### src/hw/lcs_consts.svh
// Timing counts, register offsets, field positions and reset values for the loop supervisor
`ifndef LCS_CONSTS_SVH
`define LCS_CONSTS_SVH
`define LCS_CLK_KHZ          125000
`define LCS_TICK_MS          1
`define LCS_TICK_CYCLES      (`LCS_CLK_KHZ * `LCS_TICK_MS)
`define LCS_EXT_RST_MS       30
`define LCS_CHANNEL_SELECT_BUTTON_HOLD_MS     3000
`define LCS_TUNE_MS          2000
`define LCS_FULL_SENS_MS     30000
`define LCS_BACKLIGHT_MS     900000
`define LCS_RESTORE_MS       5000
`define LCS_PULSE_ON_MS      50
`define LCS_OFF_OPEN_MS      50
`define LCS_OFF_SHORT_MS     100
`define LCS_OFF_DL_MS        150
`define LCS_FLASH_MS         100
`define LCS_FLASH_SLOTS      10
`define LCS_FLASH_LIT_SLOTS  6
`define LCS_REG_CTRL         4'h0
`define LCS_REG_CFG          4'h4
`define LCS_REG_STAT         4'h8
`define LCS_REG_TALLY        4'hC
`define LCS_CTRL_NFD_BIT     0
`define LCS_CTRL_DIAG_LSB    1
`define LCS_CFG_CH_W         8
`define LCS_CFG_FIELD_W      7
`define LCS_CTRL_RST         4'h0
`define LCS_CFG_RST          16'h7636
`define LCS_SYNC_RST         7'h07
`endif

### src/hw/lcs_pkg.sv
// Types shared by the loop channel supervisor
package lcs_pkg;
	typedef enum logic [1:0] {
		TUNE_WAIT = 2'b00,
		TUNE_OPER = 2'b01,
		TUNE_FULL = 2'b11
	} lcs_tune_e;
	typedef enum logic [1:0] {
		RS_IDLE  = 2'b00,
		RS_COUNT = 2'b01,
		RS_FIRE  = 2'b11,
		RS_DONE  = 2'b10
	} lcs_restore_e;
endpackage : lcs_pkg

### src/hw/lcs_top.sv
// Loop channel supervisor: resets, fail-safe, status pulses, LEDs, backlight, restore
`timescale 1ns/10ps
// Functional notes
// - Reset input low 30 ms resets both channels; cabinet must hold it that long.
// - Power cycle or noise filter disable toggle gives a full detector reset.
// - Channel select button held 3 s resets only the selected channel.
// - Sensitivity or frequency change of a channel resets that channel alone.
// - Channel reset or noise filter toggle keeps diagnostic enables unchanged.
// - Reset-input or power reset clears all diagnostic enables.
// - Green input low aborts delay timing and gates the green-driven features.
// - Channel output conducts on detection and falls to call on loop failure.
// - Status output low in normal operation, high when detector failed.
// - Status pulses 50 ms on; off 50/100/150 ms for open/short/change.
// - Backlight on at any button press, off 15 minutes after last press.
// - Detect LED shows call, delay, extension, pending or failed loop.
// - Channel operational 2 s after reset, full sensitivity after 30 s.
// - Loop out of range or fast 25 percent change forces fail-safe at once.
// - Low code for minus change or short; high code for plus change or open.
// - Fault shown while present; retune after reset only with loop in range.
// - Fail-safe gives a continuous call in presence and pulse mode alike.
// - Loop failure makes LED burst three flashes each second until reset.
// - Self-healed fault clears message but LED bursts stay latched.
// - Each failure bumps a channel tally, cleared by power or manual reset.
// - All four switches held 5 s restores defaults with countdown; release aborts.
// - Any two switches pressed together light every display segment.
`include "lcs_consts.svh"
module lcs_top
	import lcs_pkg::*;
#(
	parameter int unsigned P_TICK_CYCLES  = `LCS_TICK_CYCLES,
	parameter int unsigned P_FULL_SENS_MS = `LCS_FULL_SENS_MS,
	parameter int unsigned P_BACKLIGHT_MS = `LCS_BACKLIGHT_MS,
	parameter int unsigned P_RESTORE_MS   = `LCS_RESTORE_MS
)(
	input  wire logic        i_sys_clk,
	input  wire logic        i_rst_n,
	input  wire logic        i_ce,
	input  wire logic        i_ext_reset_n,
	input  wire logic [1:0]  i_phase_green_n,
	input  wire logic [3:0]  i_btn,
	input  wire logic [1:0]  i_loop_detect,
	input  wire logic [1:0]  i_loop_open,
	input  wire logic [1:0]  i_loop_short,
	input  wire logic [1:0]  i_loop_dl_hi,
	input  wire logic [1:0]  i_loop_dl_lo,
	input  wire logic [1:0]  i_det_fail,
	input  wire logic [1:0]  i_delay_active,
	input  wire logic [1:0]  i_ext_active,
	input  wire logic [1:0]  i_pending,
	input  wire logic [3:0]  i_avs_address,
	input  wire logic        i_avs_read,
	input  wire logic        i_avs_write,
	input  wire logic [31:0] i_avs_writedata,
	output logic [31:0]      o_avs_readdata,
	output logic             o_avs_waitrequest,
	output logic [1:0]       o_call,
	output logic [1:0]       o_status,
	output logic [1:0]       o_led,
	output logic [1:0]       o_channel_select_button_reset,
	output logic [1:0]       o_delay_abort,
	output logic [1:0]       o_low_fault_code,
	output logic [1:0]       o_high_fault_code,
	output logic [1:0]       o_loop_fail_msg,
	output logic [1:0]       o_operational,
	output logic [1:0]       o_full_sens,
	output logic             o_backlight,
	output logic             o_display_test,
	output logic             o_restore_active,
	output logic [12:0]      o_restore_left_ms
);

	// Off time of the status pulse train for a given fault kind
	function automatic logic [7:0] lcs_off_ms(input logic open_l, input logic short_l);
		if (open_l)
			return 8'(`LCS_OFF_OPEN_MS);
		else if (short_l)
			return 8'(`LCS_OFF_SHORT_MS);
		else
			return 8'(`LCS_OFF_DL_MS);
	endfunction : lcs_off_ms

	// Number of panel switches held
	function automatic logic [2:0] lcs_pop4(input logic [3:0] b);
		return 3'(b[0]) + 3'(b[1]) + 3'(b[2]) + 3'(b[3]);
	endfunction : lcs_pop4

	logic [16:0]  tick_cnt_q;
	logic         tick_q;
	logic [6:0]   sync1_q;
	logic [6:0]   sync2_q;
	logic [3:0]   btn_prev_q;
	logic [3:0]   btn_s;
	logic [1:0]   green_n_s;
	logic         ext_n_s;
	logic [3:0]   btn_rise;
	logic [4:0]   ext_cnt_q;
	logic         ext_fire_q;
	logic [11:0]  hold_cnt_q;
	logic         hold_fire_q;
	logic         sel_q;
	logic         wait_q;
	logic         wr_ok;
	logic         nfd_q;
	logic         nfd_tog_q;
	logic [2:0]   diag_q;
	logic [15:0]  cfg_q;
	logic [1:0]   cfg_chg_q;
	logic [1:0]   ch_rst_q;
	logic         dev_rst;
	logic         restore_fire;
	lcs_restore_e rs_q;
	logic [12:0]  rs_cnt_q;
	lcs_tune_e    tune_q [2];
	logic [14:0]  tune_cnt_q [2];
	logic [1:0]   fault_now;
	logic [1:0]   fault_prev_q;
	logic [1:0]   fault_rise;
	logic [1:0]   pat_any;
	logic [7:0]   pat_cnt_q [2];
	logic [7:0]   tally_q [2];
	logic [1:0]   alert_q;
	logic [6:0]   flash_cnt_q;
	logic [3:0]   flash_slot_q;
	logic         burst_on;
	logic [19:0]  bl_cnt_q;

	assign btn_s        = sync2_q[6:3];
	assign green_n_s    = sync2_q[2:1];
	assign ext_n_s      = sync2_q[0];
	assign btn_rise     = btn_s & ~btn_prev_q;
	assign wr_ok        = i_avs_write && !wait_q;
	assign restore_fire = (rs_q == RS_FIRE);
	assign dev_rst      = ext_fire_q | nfd_tog_q | restore_fire;
	assign burst_on     = (flash_slot_q < 4'(`LCS_FLASH_LIT_SLOTS)) && !flash_slot_q[0];
	assign o_avs_waitrequest = wait_q;

	// Per-channel fault decode; same-clock inputs act in the next cycle
	always_comb
	begin
		for (int c = 0; c < 2; c++)
		begin
			fault_now[c]  = i_loop_open[c] | i_loop_short[c] | i_loop_dl_hi[c] | i_loop_dl_lo[c];
			fault_rise[c] = fault_now[c] & ~fault_prev_q[c];
			pat_any[c]    = fault_now[c] & ~i_det_fail[c];
		end
	end

	// Free-running millisecond tick
	always_ff @(posedge i_sys_clk or negedge i_rst_n)
	begin
		if (!i_rst_n)
		begin
			tick_cnt_q <= 17'h0_0000;
			tick_q     <= 1'b0;
		end
		else if (i_ce)
		begin
			tick_q <= (tick_cnt_q == 17'(P_TICK_CYCLES - 1));
			if (tick_cnt_q == 17'(P_TICK_CYCLES - 1))
				tick_cnt_q <= 17'h0_0000;
			else
				tick_cnt_q <= tick_cnt_q + 17'h0_0001;
		end
	end

	// Pin synchronisers; only the second stage is read
	always_ff @(posedge i_sys_clk or negedge i_rst_n)
	begin
		if (!i_rst_n)
		begin
			sync1_q    <= `LCS_SYNC_RST;
			sync2_q    <= `LCS_SYNC_RST;
			btn_prev_q <= 4'h0;
		end
		else if (i_ce)
		begin
			sync1_q    <= {i_btn, i_phase_green_n, i_ext_reset_n};
			sync2_q    <= sync1_q;
			btn_prev_q <= btn_s;
		end
	end

	// Reset input qualifier: one reset per low period of 30 ms or longer
	always_ff @(posedge i_sys_clk or negedge i_rst_n)
	begin
		if (!i_rst_n)
		begin
			ext_cnt_q  <= 5'h00;
			ext_fire_q <= 1'b0;
		end
		else if (i_ce)
		begin
			ext_fire_q <= !ext_n_s && tick_q && (ext_cnt_q == 5'(`LCS_EXT_RST_MS - 1));
			if (ext_n_s)
				ext_cnt_q <= 5'h00;
			else if (tick_q && ext_cnt_q != 5'(`LCS_EXT_RST_MS))
				ext_cnt_q <= ext_cnt_q + 5'h01;
		end
	end

	// Channel select: each press moves the selection, a long hold resets the selected channel
	always_ff @(posedge i_sys_clk or negedge i_rst_n)
	begin
		if (!i_rst_n)
		begin
			sel_q       <= 1'b0;
			hold_cnt_q  <= 12'h000;
			hold_fire_q <= 1'b0;
		end
		else if (i_ce)
		begin
			if (btn_rise[0])
				sel_q <= ~sel_q;
			hold_fire_q <= btn_s[0] && tick_q &&
				(hold_cnt_q == 12'(`LCS_CHANNEL_SELECT_BUTTON_HOLD_MS - 1));
			if (!btn_s[0])
				hold_cnt_q <= 12'h000;
			else if (tick_q && hold_cnt_q != 12'(`LCS_CHANNEL_SELECT_BUTTON_HOLD_MS))
				hold_cnt_q <= hold_cnt_q + 12'h001;
		end
	end

	// Avalon slave handshake: waitrequest drops for one cycle per request
	always_ff @(posedge i_sys_clk or negedge i_rst_n)
	begin
		if (!i_rst_n)
		begin
			wait_q         <= 1'b1;
			o_avs_readdata <= 32'h0000_0000;
		end
		else if (i_ce)
		begin
			wait_q <= !(wait_q && (i_avs_read || i_avs_write));
			if (i_avs_read && wait_q)
			begin
				case (i_avs_address)
					`LCS_REG_CTRL:  o_avs_readdata <= {28'h000_0000, diag_q, nfd_q};
					`LCS_REG_CFG:   o_avs_readdata <= {16'h0000, cfg_q};
					`LCS_REG_STAT:  o_avs_readdata <= {22'h00_0000, o_backlight, sel_q,
						o_full_sens, o_operational, alert_q, o_loop_fail_msg};
					`LCS_REG_TALLY: o_avs_readdata <= {16'h0000, tally_q[1], tally_q[0]};
					default:        o_avs_readdata <= 32'h0000_0000;
				endcase
			end
		end
	end

	// Control and configuration registers
	always_ff @(posedge i_sys_clk or negedge i_rst_n)
	begin
		if (!i_rst_n)
		begin
			nfd_q     <= 1'b0;
			diag_q    <= 3'h0;
			cfg_q     <= `LCS_CFG_RST;
			nfd_tog_q <= 1'b0;
			cfg_chg_q <= 2'h0;
		end
		else if (i_ce)
		begin
			nfd_tog_q <= wr_ok && (i_avs_address == `LCS_REG_CTRL) &&
				(i_avs_writedata[`LCS_CTRL_NFD_BIT] != nfd_q);
			for (int c = 0; c < 2; c++)
				cfg_chg_q[c] <= wr_ok && (i_avs_address == `LCS_REG_CFG) &&
					(i_avs_writedata[c*`LCS_CFG_CH_W +: `LCS_CFG_FIELD_W] !=
					cfg_q[c*`LCS_CFG_CH_W +: `LCS_CFG_FIELD_W]);
			if (restore_fire)
			begin
				nfd_q  <= 1'b0;
				cfg_q  <= `LCS_CFG_RST;
				diag_q <= 3'h0;
			end
			else
			begin
				if (wr_ok && i_avs_address == `LCS_REG_CTRL)
				begin
					nfd_q  <= i_avs_writedata[`LCS_CTRL_NFD_BIT];
					diag_q <= i_avs_writedata[`LCS_CTRL_DIAG_LSB +: 3];
				end
				else if (ext_fire_q)
					diag_q <= 3'h0;
				if (wr_ok && i_avs_address == `LCS_REG_CFG)
					cfg_q <= i_avs_writedata[15:0] & 16'h7F7F;
			end
		end
	end

	// Channel reset pulses; diagnostic enables are untouched here
	always_ff @(posedge i_sys_clk or negedge i_rst_n)
	begin
		if (!i_rst_n)
			ch_rst_q <= 2'h3;
		else if (i_ce)
		begin
			for (int c = 0; c < 2; c++)
				ch_rst_q[c] <= dev_rst | cfg_chg_q[c] |
					(hold_fire_q && (sel_q == c[0]));
		end
	end
	assign o_channel_select_button_reset = ch_rst_q;

	// Self-tune: an out-of-range loop holds the channel in tuning
	always_ff @(posedge i_sys_clk or negedge i_rst_n)
	begin
		if (!i_rst_n)
		begin
			for (int c = 0; c < 2; c++)
			begin
				tune_q[c]     <= TUNE_WAIT;
				tune_cnt_q[c] <= 15'h0000;
			end
		end
		else if (i_ce)
		begin
			for (int c = 0; c < 2; c++)
			begin
				if (ch_rst_q[c])
				begin
					tune_q[c]     <= TUNE_WAIT;
					tune_cnt_q[c] <= 15'h0000;
				end
				else
				begin
					case (tune_q[c])
						TUNE_WAIT:
						begin
							if (fault_now[c])
								tune_cnt_q[c] <= 15'h0000;
							else if (tick_q && tune_cnt_q[c] == 15'(`LCS_TUNE_MS - 1))
							begin
								tune_q[c]     <= TUNE_OPER;
								tune_cnt_q[c] <= 15'h0000;
							end
							else if (tick_q)
								tune_cnt_q[c] <= tune_cnt_q[c] + 15'h0001;
						end
						TUNE_OPER:
						begin
							if (tick_q && tune_cnt_q[c] ==
								15'(P_FULL_SENS_MS - `LCS_TUNE_MS - 1))
								tune_q[c] <= TUNE_FULL;
							else if (tick_q)
								tune_cnt_q[c] <= tune_cnt_q[c] + 15'h0001;
						end
						TUNE_FULL:
							tune_q[c] <= TUNE_FULL;
						default:
							tune_q[c] <= TUNE_WAIT;
					endcase
				end
			end
		end
	end

	// Fail-safe call, fault message and fault codes
	always_ff @(posedge i_sys_clk or negedge i_rst_n)
	begin
		if (!i_rst_n)
		begin
			o_call            <= 2'h0;
			o_loop_fail_msg   <= 2'h0;
			o_low_fault_code  <= 2'h0;
			o_high_fault_code <= 2'h0;
			o_delay_abort     <= 2'h0;
			o_operational     <= 2'h0;
			o_full_sens       <= 2'h0;
		end
		else if (i_ce)
		begin
			for (int c = 0; c < 2; c++)
			begin
				// A fault overrides presence or pulse mode alike
				o_call[c] <= fault_now[c] |
					(i_loop_detect[c] & tune_q[c][0]);
				o_loop_fail_msg[c]   <= fault_now[c];
				o_low_fault_code[c]  <= i_loop_short[c] | i_loop_dl_lo[c];
				o_high_fault_code[c] <= i_loop_open[c] | i_loop_dl_hi[c];
				o_delay_abort[c]     <= ~green_n_s[c];
				o_operational[c]     <= tune_q[c][0];
				o_full_sens[c]       <= tune_q[c][1];
			end
		end
	end

	// Fault tally and latched alert; a new failure wins over a clear
	always_ff @(posedge i_sys_clk or negedge i_rst_n)
	begin
		if (!i_rst_n)
		begin
			fault_prev_q <= 2'h0;
			alert_q      <= 2'h0;
			tally_q[0]   <= 8'h00;
			tally_q[1]   <= 8'h00;
		end
		else if (i_ce)
		begin
			fault_prev_q <= fault_now;
			for (int c = 0; c < 2; c++)
			begin
				if (fault_rise[c])
					alert_q[c] <= 1'b1;
				else if (ch_rst_q[c])
					alert_q[c] <= 1'b0;
				// Saturates so a flapping loop never wraps back to a small count
				if (ch_rst_q[c])
					tally_q[c] <= {7'h00, fault_rise[c]};
				else if (fault_rise[c] && tally_q[c] != 8'hFF)
					tally_q[c] <= tally_q[c] + 8'h01;
			end
		end
	end

	// Status pulse trains
	always_ff @(posedge i_sys_clk or negedge i_rst_n)
	begin
		if (!i_rst_n)
		begin
			pat_cnt_q[0] <= 8'h00;
			pat_cnt_q[1] <= 8'h00;
			o_status     <= 2'h0;
		end
		else if (i_ce)
		begin
			for (int c = 0; c < 2; c++)
			begin
				if (!pat_any[c])
					pat_cnt_q[c] <= 8'h00;
				else if (tick_q && pat_cnt_q[c] == 8'(`LCS_PULSE_ON_MS) +
					lcs_off_ms(i_loop_open[c], i_loop_short[c]) - 8'h01)
					pat_cnt_q[c] <= 8'h00;
				else if (tick_q)
					pat_cnt_q[c] <= pat_cnt_q[c] + 8'h01;
				if (i_det_fail[c])
					o_status[c] <= 1'b1;
				else if (pat_any[c])
					o_status[c] <= (pat_cnt_q[c] >= 8'(`LCS_PULSE_ON_MS));
				else
					o_status[c] <= 1'b0;
			end
		end
	end

	// Flash burst timebase shared by both LEDs
	always_ff @(posedge i_sys_clk or negedge i_rst_n)
	begin
		if (!i_rst_n)
		begin
			flash_cnt_q  <= 7'h00;
			flash_slot_q <= 4'h0;
		end
		else if (i_ce && tick_q)
		begin
			if (flash_cnt_q == 7'(`LCS_FLASH_MS - 1))
			begin
				flash_cnt_q <= 7'h00;
				if (flash_slot_q == 4'(`LCS_FLASH_SLOTS - 1))
					flash_slot_q <= 4'h0;
				else
					flash_slot_q <= flash_slot_q + 4'h1;
			end
			else
				flash_cnt_q <= flash_cnt_q + 7'h01;
		end
	end

	// Detect LEDs; the alert burst hides normal activity until reset
	always_ff @(posedge i_sys_clk or negedge i_rst_n)
	begin
		if (!i_rst_n)
			o_led <= 2'h0;
		else if (i_ce)
		begin
			for (int c = 0; c < 2; c++)
				o_led[c] <= alert_q[c] ? burst_on : (o_call[c] | i_delay_active[c] |
					i_ext_active[c] | i_pending[c]);
		end
	end

	// Backlight timeout and display test
	always_ff @(posedge i_sys_clk or negedge i_rst_n)
	begin
		if (!i_rst_n)
		begin
			bl_cnt_q       <= 20'h0_0000;
			o_backlight    <= 1'b0;
			o_display_test <= 1'b0;
		end
		else if (i_ce)
		begin
			if (|btn_rise)
				bl_cnt_q <= 20'(P_BACKLIGHT_MS);
			else if (tick_q && bl_cnt_q != 20'h0_0000)
				bl_cnt_q <= bl_cnt_q - 20'h0_0001;
			o_backlight    <= (|btn_rise) | (bl_cnt_q != 20'h0_0000);
			o_display_test <= (lcs_pop4(btn_s) >= 3'h2);
		end
	end

	// Factory restore: all four switches held, any release aborts
	always_ff @(posedge i_sys_clk or negedge i_rst_n)
	begin
		if (!i_rst_n)
		begin
			rs_q              <= RS_IDLE;
			rs_cnt_q          <= 13'h0000;
			o_restore_active  <= 1'b0;
			o_restore_left_ms <= 13'h0000;
		end
		else if (i_ce)
		begin
			o_restore_active  <= (rs_q == RS_COUNT);
			o_restore_left_ms <= 13'(P_RESTORE_MS) - rs_cnt_q;
			case (rs_q)
				RS_IDLE:
				begin
					rs_cnt_q <= 13'h0000;
					if (&btn_s)
						rs_q <= RS_COUNT;
				end
				RS_COUNT:
				begin
					if (!(&btn_s))
						rs_q <= RS_IDLE;
					else if (tick_q && rs_cnt_q == 13'(P_RESTORE_MS - 1))
						rs_q <= RS_FIRE;
					else if (tick_q)
						rs_cnt_q <= rs_cnt_q + 13'h0001;
				end
				RS_FIRE:
					rs_q <= RS_DONE;
				RS_DONE:
					if (!(|btn_s))
						rs_q <= RS_IDLE;
				default:
					rs_q <= RS_IDLE;
			endcase
		end
	end

	a_call_on_fault: assert property (@(posedge i_sys_clk) disable iff (!i_rst_n)
		i_ce && fault_now[0] |=> o_call[0])
		else $error("fault did not force call");
	a_fault_code_lo: assert property (@(posedge i_sys_clk) disable iff (!i_rst_n)
		i_ce && i_loop_short[0] |=> o_low_fault_code[0] && o_loop_fail_msg[0])
		else $error("low fault code missing");
	a_status_low: assert property (@(posedge i_sys_clk) disable iff (!i_rst_n)
		i_ce && !fault_now[0] && !i_det_fail[0] |=> !o_status[0])
		else $error("status not low in normal operation");
	a_status_pulse: assert property (@(posedge i_sys_clk) disable iff (!i_rst_n)
		i_ce && pat_any[0] && !i_det_fail[0] && pat_cnt_q[0] < 8'(`LCS_PULSE_ON_MS)
		|=> !o_status[0])
		else $error("status pulse on time wrong");
	a_ext_reset_all: assert property (@(posedge i_sys_clk) disable iff (!i_rst_n)
		i_ce && ext_fire_q |=> ch_rst_q == 2'h3 ##1 diag_q == 3'h0 || !i_ce)
		else $error("reset input did not reset both channels");
	a_diag_keep: assert property (@(posedge i_sys_clk) disable iff (!i_rst_n)
		i_ce && hold_fire_q && !ext_fire_q && !restore_fire && !wr_ok |=> diag_q == $past(diag_q))
		else $error("channel reset changed diagnostics");
	a_tally_count: assert property (@(posedge i_sys_clk) disable iff (!i_rst_n)
		i_ce && fault_rise[0] && !ch_rst_q[0] && tally_q[0] != 8'hFF
		|=> tally_q[0] == $past(tally_q[0]) + 8'h01 && alert_q[0])
		else $error("fault tally not incremented");
	a_alert_latch: assert property (@(posedge i_sys_clk) disable iff (!i_rst_n)
		i_ce && alert_q[0] && !ch_rst_q[0] |=> alert_q[0])
		else $error("alert dropped without reset");
	a_tune_hold: assert property (@(posedge i_sys_clk) disable iff (!i_rst_n)
		i_ce && tune_q[0] == TUNE_WAIT && fault_now[0] |=> tune_q[0] == TUNE_WAIT)
		else $error("channel tuned with loop out of range");
	a_green_abort: assert property (@(posedge i_sys_clk) disable iff (!i_rst_n)
		i_ce && !green_n_s[0] |=> o_delay_abort[0])
		else $error("green input did not abort delay");

endmodule : lcs_top

### config.mk
export PLATFORM = sky130hd
export DESIGN_NAME = lcs_top
export DESIGN_NICKNAME = d
export VERILOG_FILES = /design/src/hw/lcs_pkg.sv /design/src/hw/lcs_top.sv
export VERILOG_INCLUDE_DIRS = /design/src /design/src/hw
export SDC_FILE = /design/constraint.sdc
export NUM_CORES = 1
export LEC_CHECK = 0
export BUFFER_PORTS_ARGS = -buffer_cell sky130_fd_sc_hd__buf_2
export CORE_MARGIN = 2
export CORE_UTILIZATION = 34
export CTS_CLUSTER_DIAMETER = 120
export DETAILED_ROUTE_END_ITERATION = 6
export PLACE_DENSITY = 0.52
export SETUP_SLACK_MARGIN = 0.02
export SYNTH_ARGS = -nofsm -noshare
export SYNTH_HDL_FRONTEND = slang
export SYNTH_SLANG_ARGS = --single-unit
export TNS_END_PERCENT = 5
### constraint.sdc
create_clock -name i_sys_clk -period 2.1 [get_ports i_sys_clk]
set_input_delay 0.315 -clock i_sys_clk [delete_from_list [all_inputs] [get_ports i_sys_clk]]
set_output_delay 0.315 -clock i_sys_clk [all_outputs]
set_load 0.02 [all_outputs]
==> impl_metrics.json <==
{
  "cts_root_buf": "clkbuf_16",
  "dr.pass1.iters": 5,
  "hp-start": "i_avs_writedata[5]",
  "cts.htree.levels": 1,
  "finalHoldViolCount": 0,
  "fin_nets": 1617,
  "grt_max_degree": 67,
  "fmax_mhz": 469,
  "grt_setup_unrepaired": "true",
  "cts_max_path_buffers": 3,
  "min_path_type": "input port to flip-flop",
  "synthArstFlopShare_pct": 100,
  "reg2reg_to": "bl_cnt_q[4]",
  "grt_pass1_wl_um": 54300,
  "worstHoldPathCells": 3,
  "power_density_nw_per_um2": 715,
  "yosys_warnings": 0,
  "p_sw_mw": 2.87,
  "cp-start-kind": "flip-flop",
  "post-synth-top-count-cell": "dfrtp_1",
  "grt_util_met3_pct": 2.11,
  "post-place-ws_ns": -0.0509,
  "regToRegSetupSlack_ns": -0.03,
  "arrival_ns": 2.57,
  "overflow": 0,
  "power.leakage_nw": 6.82,
  "area_delta_synth_final_pct": 23.3,
  "core.rowCount": 71,
  "busiest_layer": "met2",
  "die_y_um": 198,
  "path_clk_slew_ns": 0.06,
  "vias_per_cell": 5.17,
  "cp-end-kind": "flip-flop",
  "fin_hold_ws_ns": 0.0276,
  "final_max_slew_viol_count": 0,
  "yosysTopAreaCellShare_pct": 44.2,
  "critPathRequiredTime_ns": 2.54,
  "clock-sinks": 244,
  "grt_use_met1_pct": 23.8,
  "clock_latency_ns": 0.55,
  "synth_common_cells": "dfrtp_1, nand2_1, nor2_1",
  "finalSetupViolCount": 3,
  "tightest_slew_ns": 0.769,
  "final_area_um2": 15800,
  "port_buffers": 100,
  "wirelength_um": 32300,
  "grt_util_all_layers_pct": 16.9,
  "ys_ff_latch": 244,
  "finalWorstSetupSlack_ns": -0.0329,
  "fill_cells": 3663,
  "seq_power_share_pct": 46.1,
  "power_mw": 11.3,
  "vdd_drop_max_mv": 0.597,
  "drc": 0,
  "critical_path_class": "flip-flop to flip-flop",
  "seq_area_frac_synth_pct": 47.9,
  "reg2reg_depth": 5,
  "grt_antenna_before_repair": 0,
  "antennaDiodeCount": 0,
  "coreArea_um2": 37300,
  "syn_area_um2": 12800,
  "status": "finished, violations left",
  "drt_iter0_markers": 520,
  "ant_nets": 0,
  "dpl_cell_area_um2": 14600,
  "synthTopCellsByArea": "dfrtp_1, xnor2_1, nand2_1",
  "finalClockSkew_ns": 0.00804,
  "grt_pass1_vias": 10400,
  "synth_top_cell_by_area": "dfrtp_1",
  "die_x_um": 198,
  "synth_edf_count": 0,
  "holdPathEnd": "cfg_q[5]",
  "cp_max_fo": 8,
  "violations": "negative setup slack",
  "max-slew-margin-rel_pct": 48.2,
  "p_sw_share_pct": 25.5,
  "via_count": 10500,
  "dieArea_um2": 39200,
  "min_period_ns": 2.13,
  "comb_power_share_pct": 9.7,
  "hpwl_um": 23100,
  "grtUsageMet2_pct": 27.4,
  "pwr-share-clk_pct": 44.1,
  "maxCapViolCount": 0,
  "start_util_pct": 34.3,
  "cts_buffers": 29,
  "synth_cell_types": 80,
  "avgSynthCellArea_um2": 9.67,
  "r2r_start": "bl_cnt_q[12]",
  "fin_crit_sh_pct": 102,
  "critPathLaunch": "bl_cnt_q[12]",
  "ios": 135,
  "syn_inst": 1322,
  "cts_tree": "built",
  "wire_per_inst_um": 15.9,
  "drive_gt1_share_pct": 22.7,
  "gp_congestion": 0.810,
  "p_int_mw": 8.41,
  "ys.flop_type": "dfrtp_1",
  "tns_ns": -0.0751
}
==> metrics by stage <==
step	utilization [%]	instances
finish	42.2	2026
global route	42.2	2026
CTS	42.1	2025
detailed placement	39.2	1961
global placement	39.2	1961
floorplan	-	1337
==> worst max-delay path: stages (launching register included) <==
cell and delay [ns]:
dfrtp_1 0.37, or4_4 0.54, or4b_4 0.61, o2111ai_2 0.23
xor2_1 0.19, nor2_1 0.07
==> worst max-delay path by stage <==
stage | endpoint | cells after the start
finish | bl_cnt_q[4] | 5
floorplan | bl_cnt_q[2] | 7
detailed placement | bl_cnt_q[14] | 6
global placement | bl_cnt_q[6] | 5
global route | bl_cnt_q[4] | 5
CTS | bl_cnt_q[4] | 5
==> layout by cell type, fill, tap and decap left out, types with 42 or more instances in the layout <==
cell     count
a21oi_1     56
buf_2       98
buf_4      109
dfrtp_1    226
nand2_1    138
nand3_1     76
nor2_1     130
o21ai_0     62
xnor2_1     64
xor2_1      42
==> layer usage <==
layer	share of wire (%)	routed length (um)
met1	48	15400
met4	2.4	764
met3	4.3	1400
met5	0	0
met2	46	14700
==> power by group through the flow <==
stage	sequential [mW]	combinational (mW)	clock, mW
after floorplan	5.27	0.594	0
after global placement	5.28	1.09	0
after detailed placement	5.28	1.10	0
after CTS	5.20	1.12	5.13
after global routing	5.24	1.23	5.33
final	5.20	1.10	4.97
==> flip-flops by register name, indices dropped and copies added (netlist names), 12 cells and up <==
signal and flops:
tick_cnt_q 17, rs_cnt_q 13, tune_cnt_q 30, cfg_q 14
pat_cnt_q 16, o_restore_left_ms 13, o_avs_readdata 16, tally_q 16
hold_cnt_q 12, bl_cnt_q 20
==> cell families after synthesis <==
logic type / synth area share, %
buf+inv: 3.56
fa+ha+maj: 2.21
xor+xnor: 7.26
compound gates: 12.3
flops: 47.9
simple gates: 22.2
other cells: 0.0293
mux: 4.45
==> timing repair <==
item,in CTS,in global routing
pin swaps,4,8
setup endpoints to repair,14,51
hold buffers,10,0
setup buffers,0,1
endpoints found under the hold margin,65,0
gates resized for setup,6,10
==> area by class of cell <==
| class | count | area [um^2] | area share (%) |
|---|---|---|---|
| clock buffer | 45 | 876 | 5.56 |
| clock inverter | 9 | 80.1 | 0.508 |
| inverter | 36 | 135 | 0.857 |
| multi-input combinational | 991 | 6350 | 40.3 |
| sequential | 244 | 6130 | 38.9 |
| tap | 474 | 593 | 3.76 |
| timing repair buffer | 227 | 1600 | 10.1 |
Power figures use the tool's default switching activity.
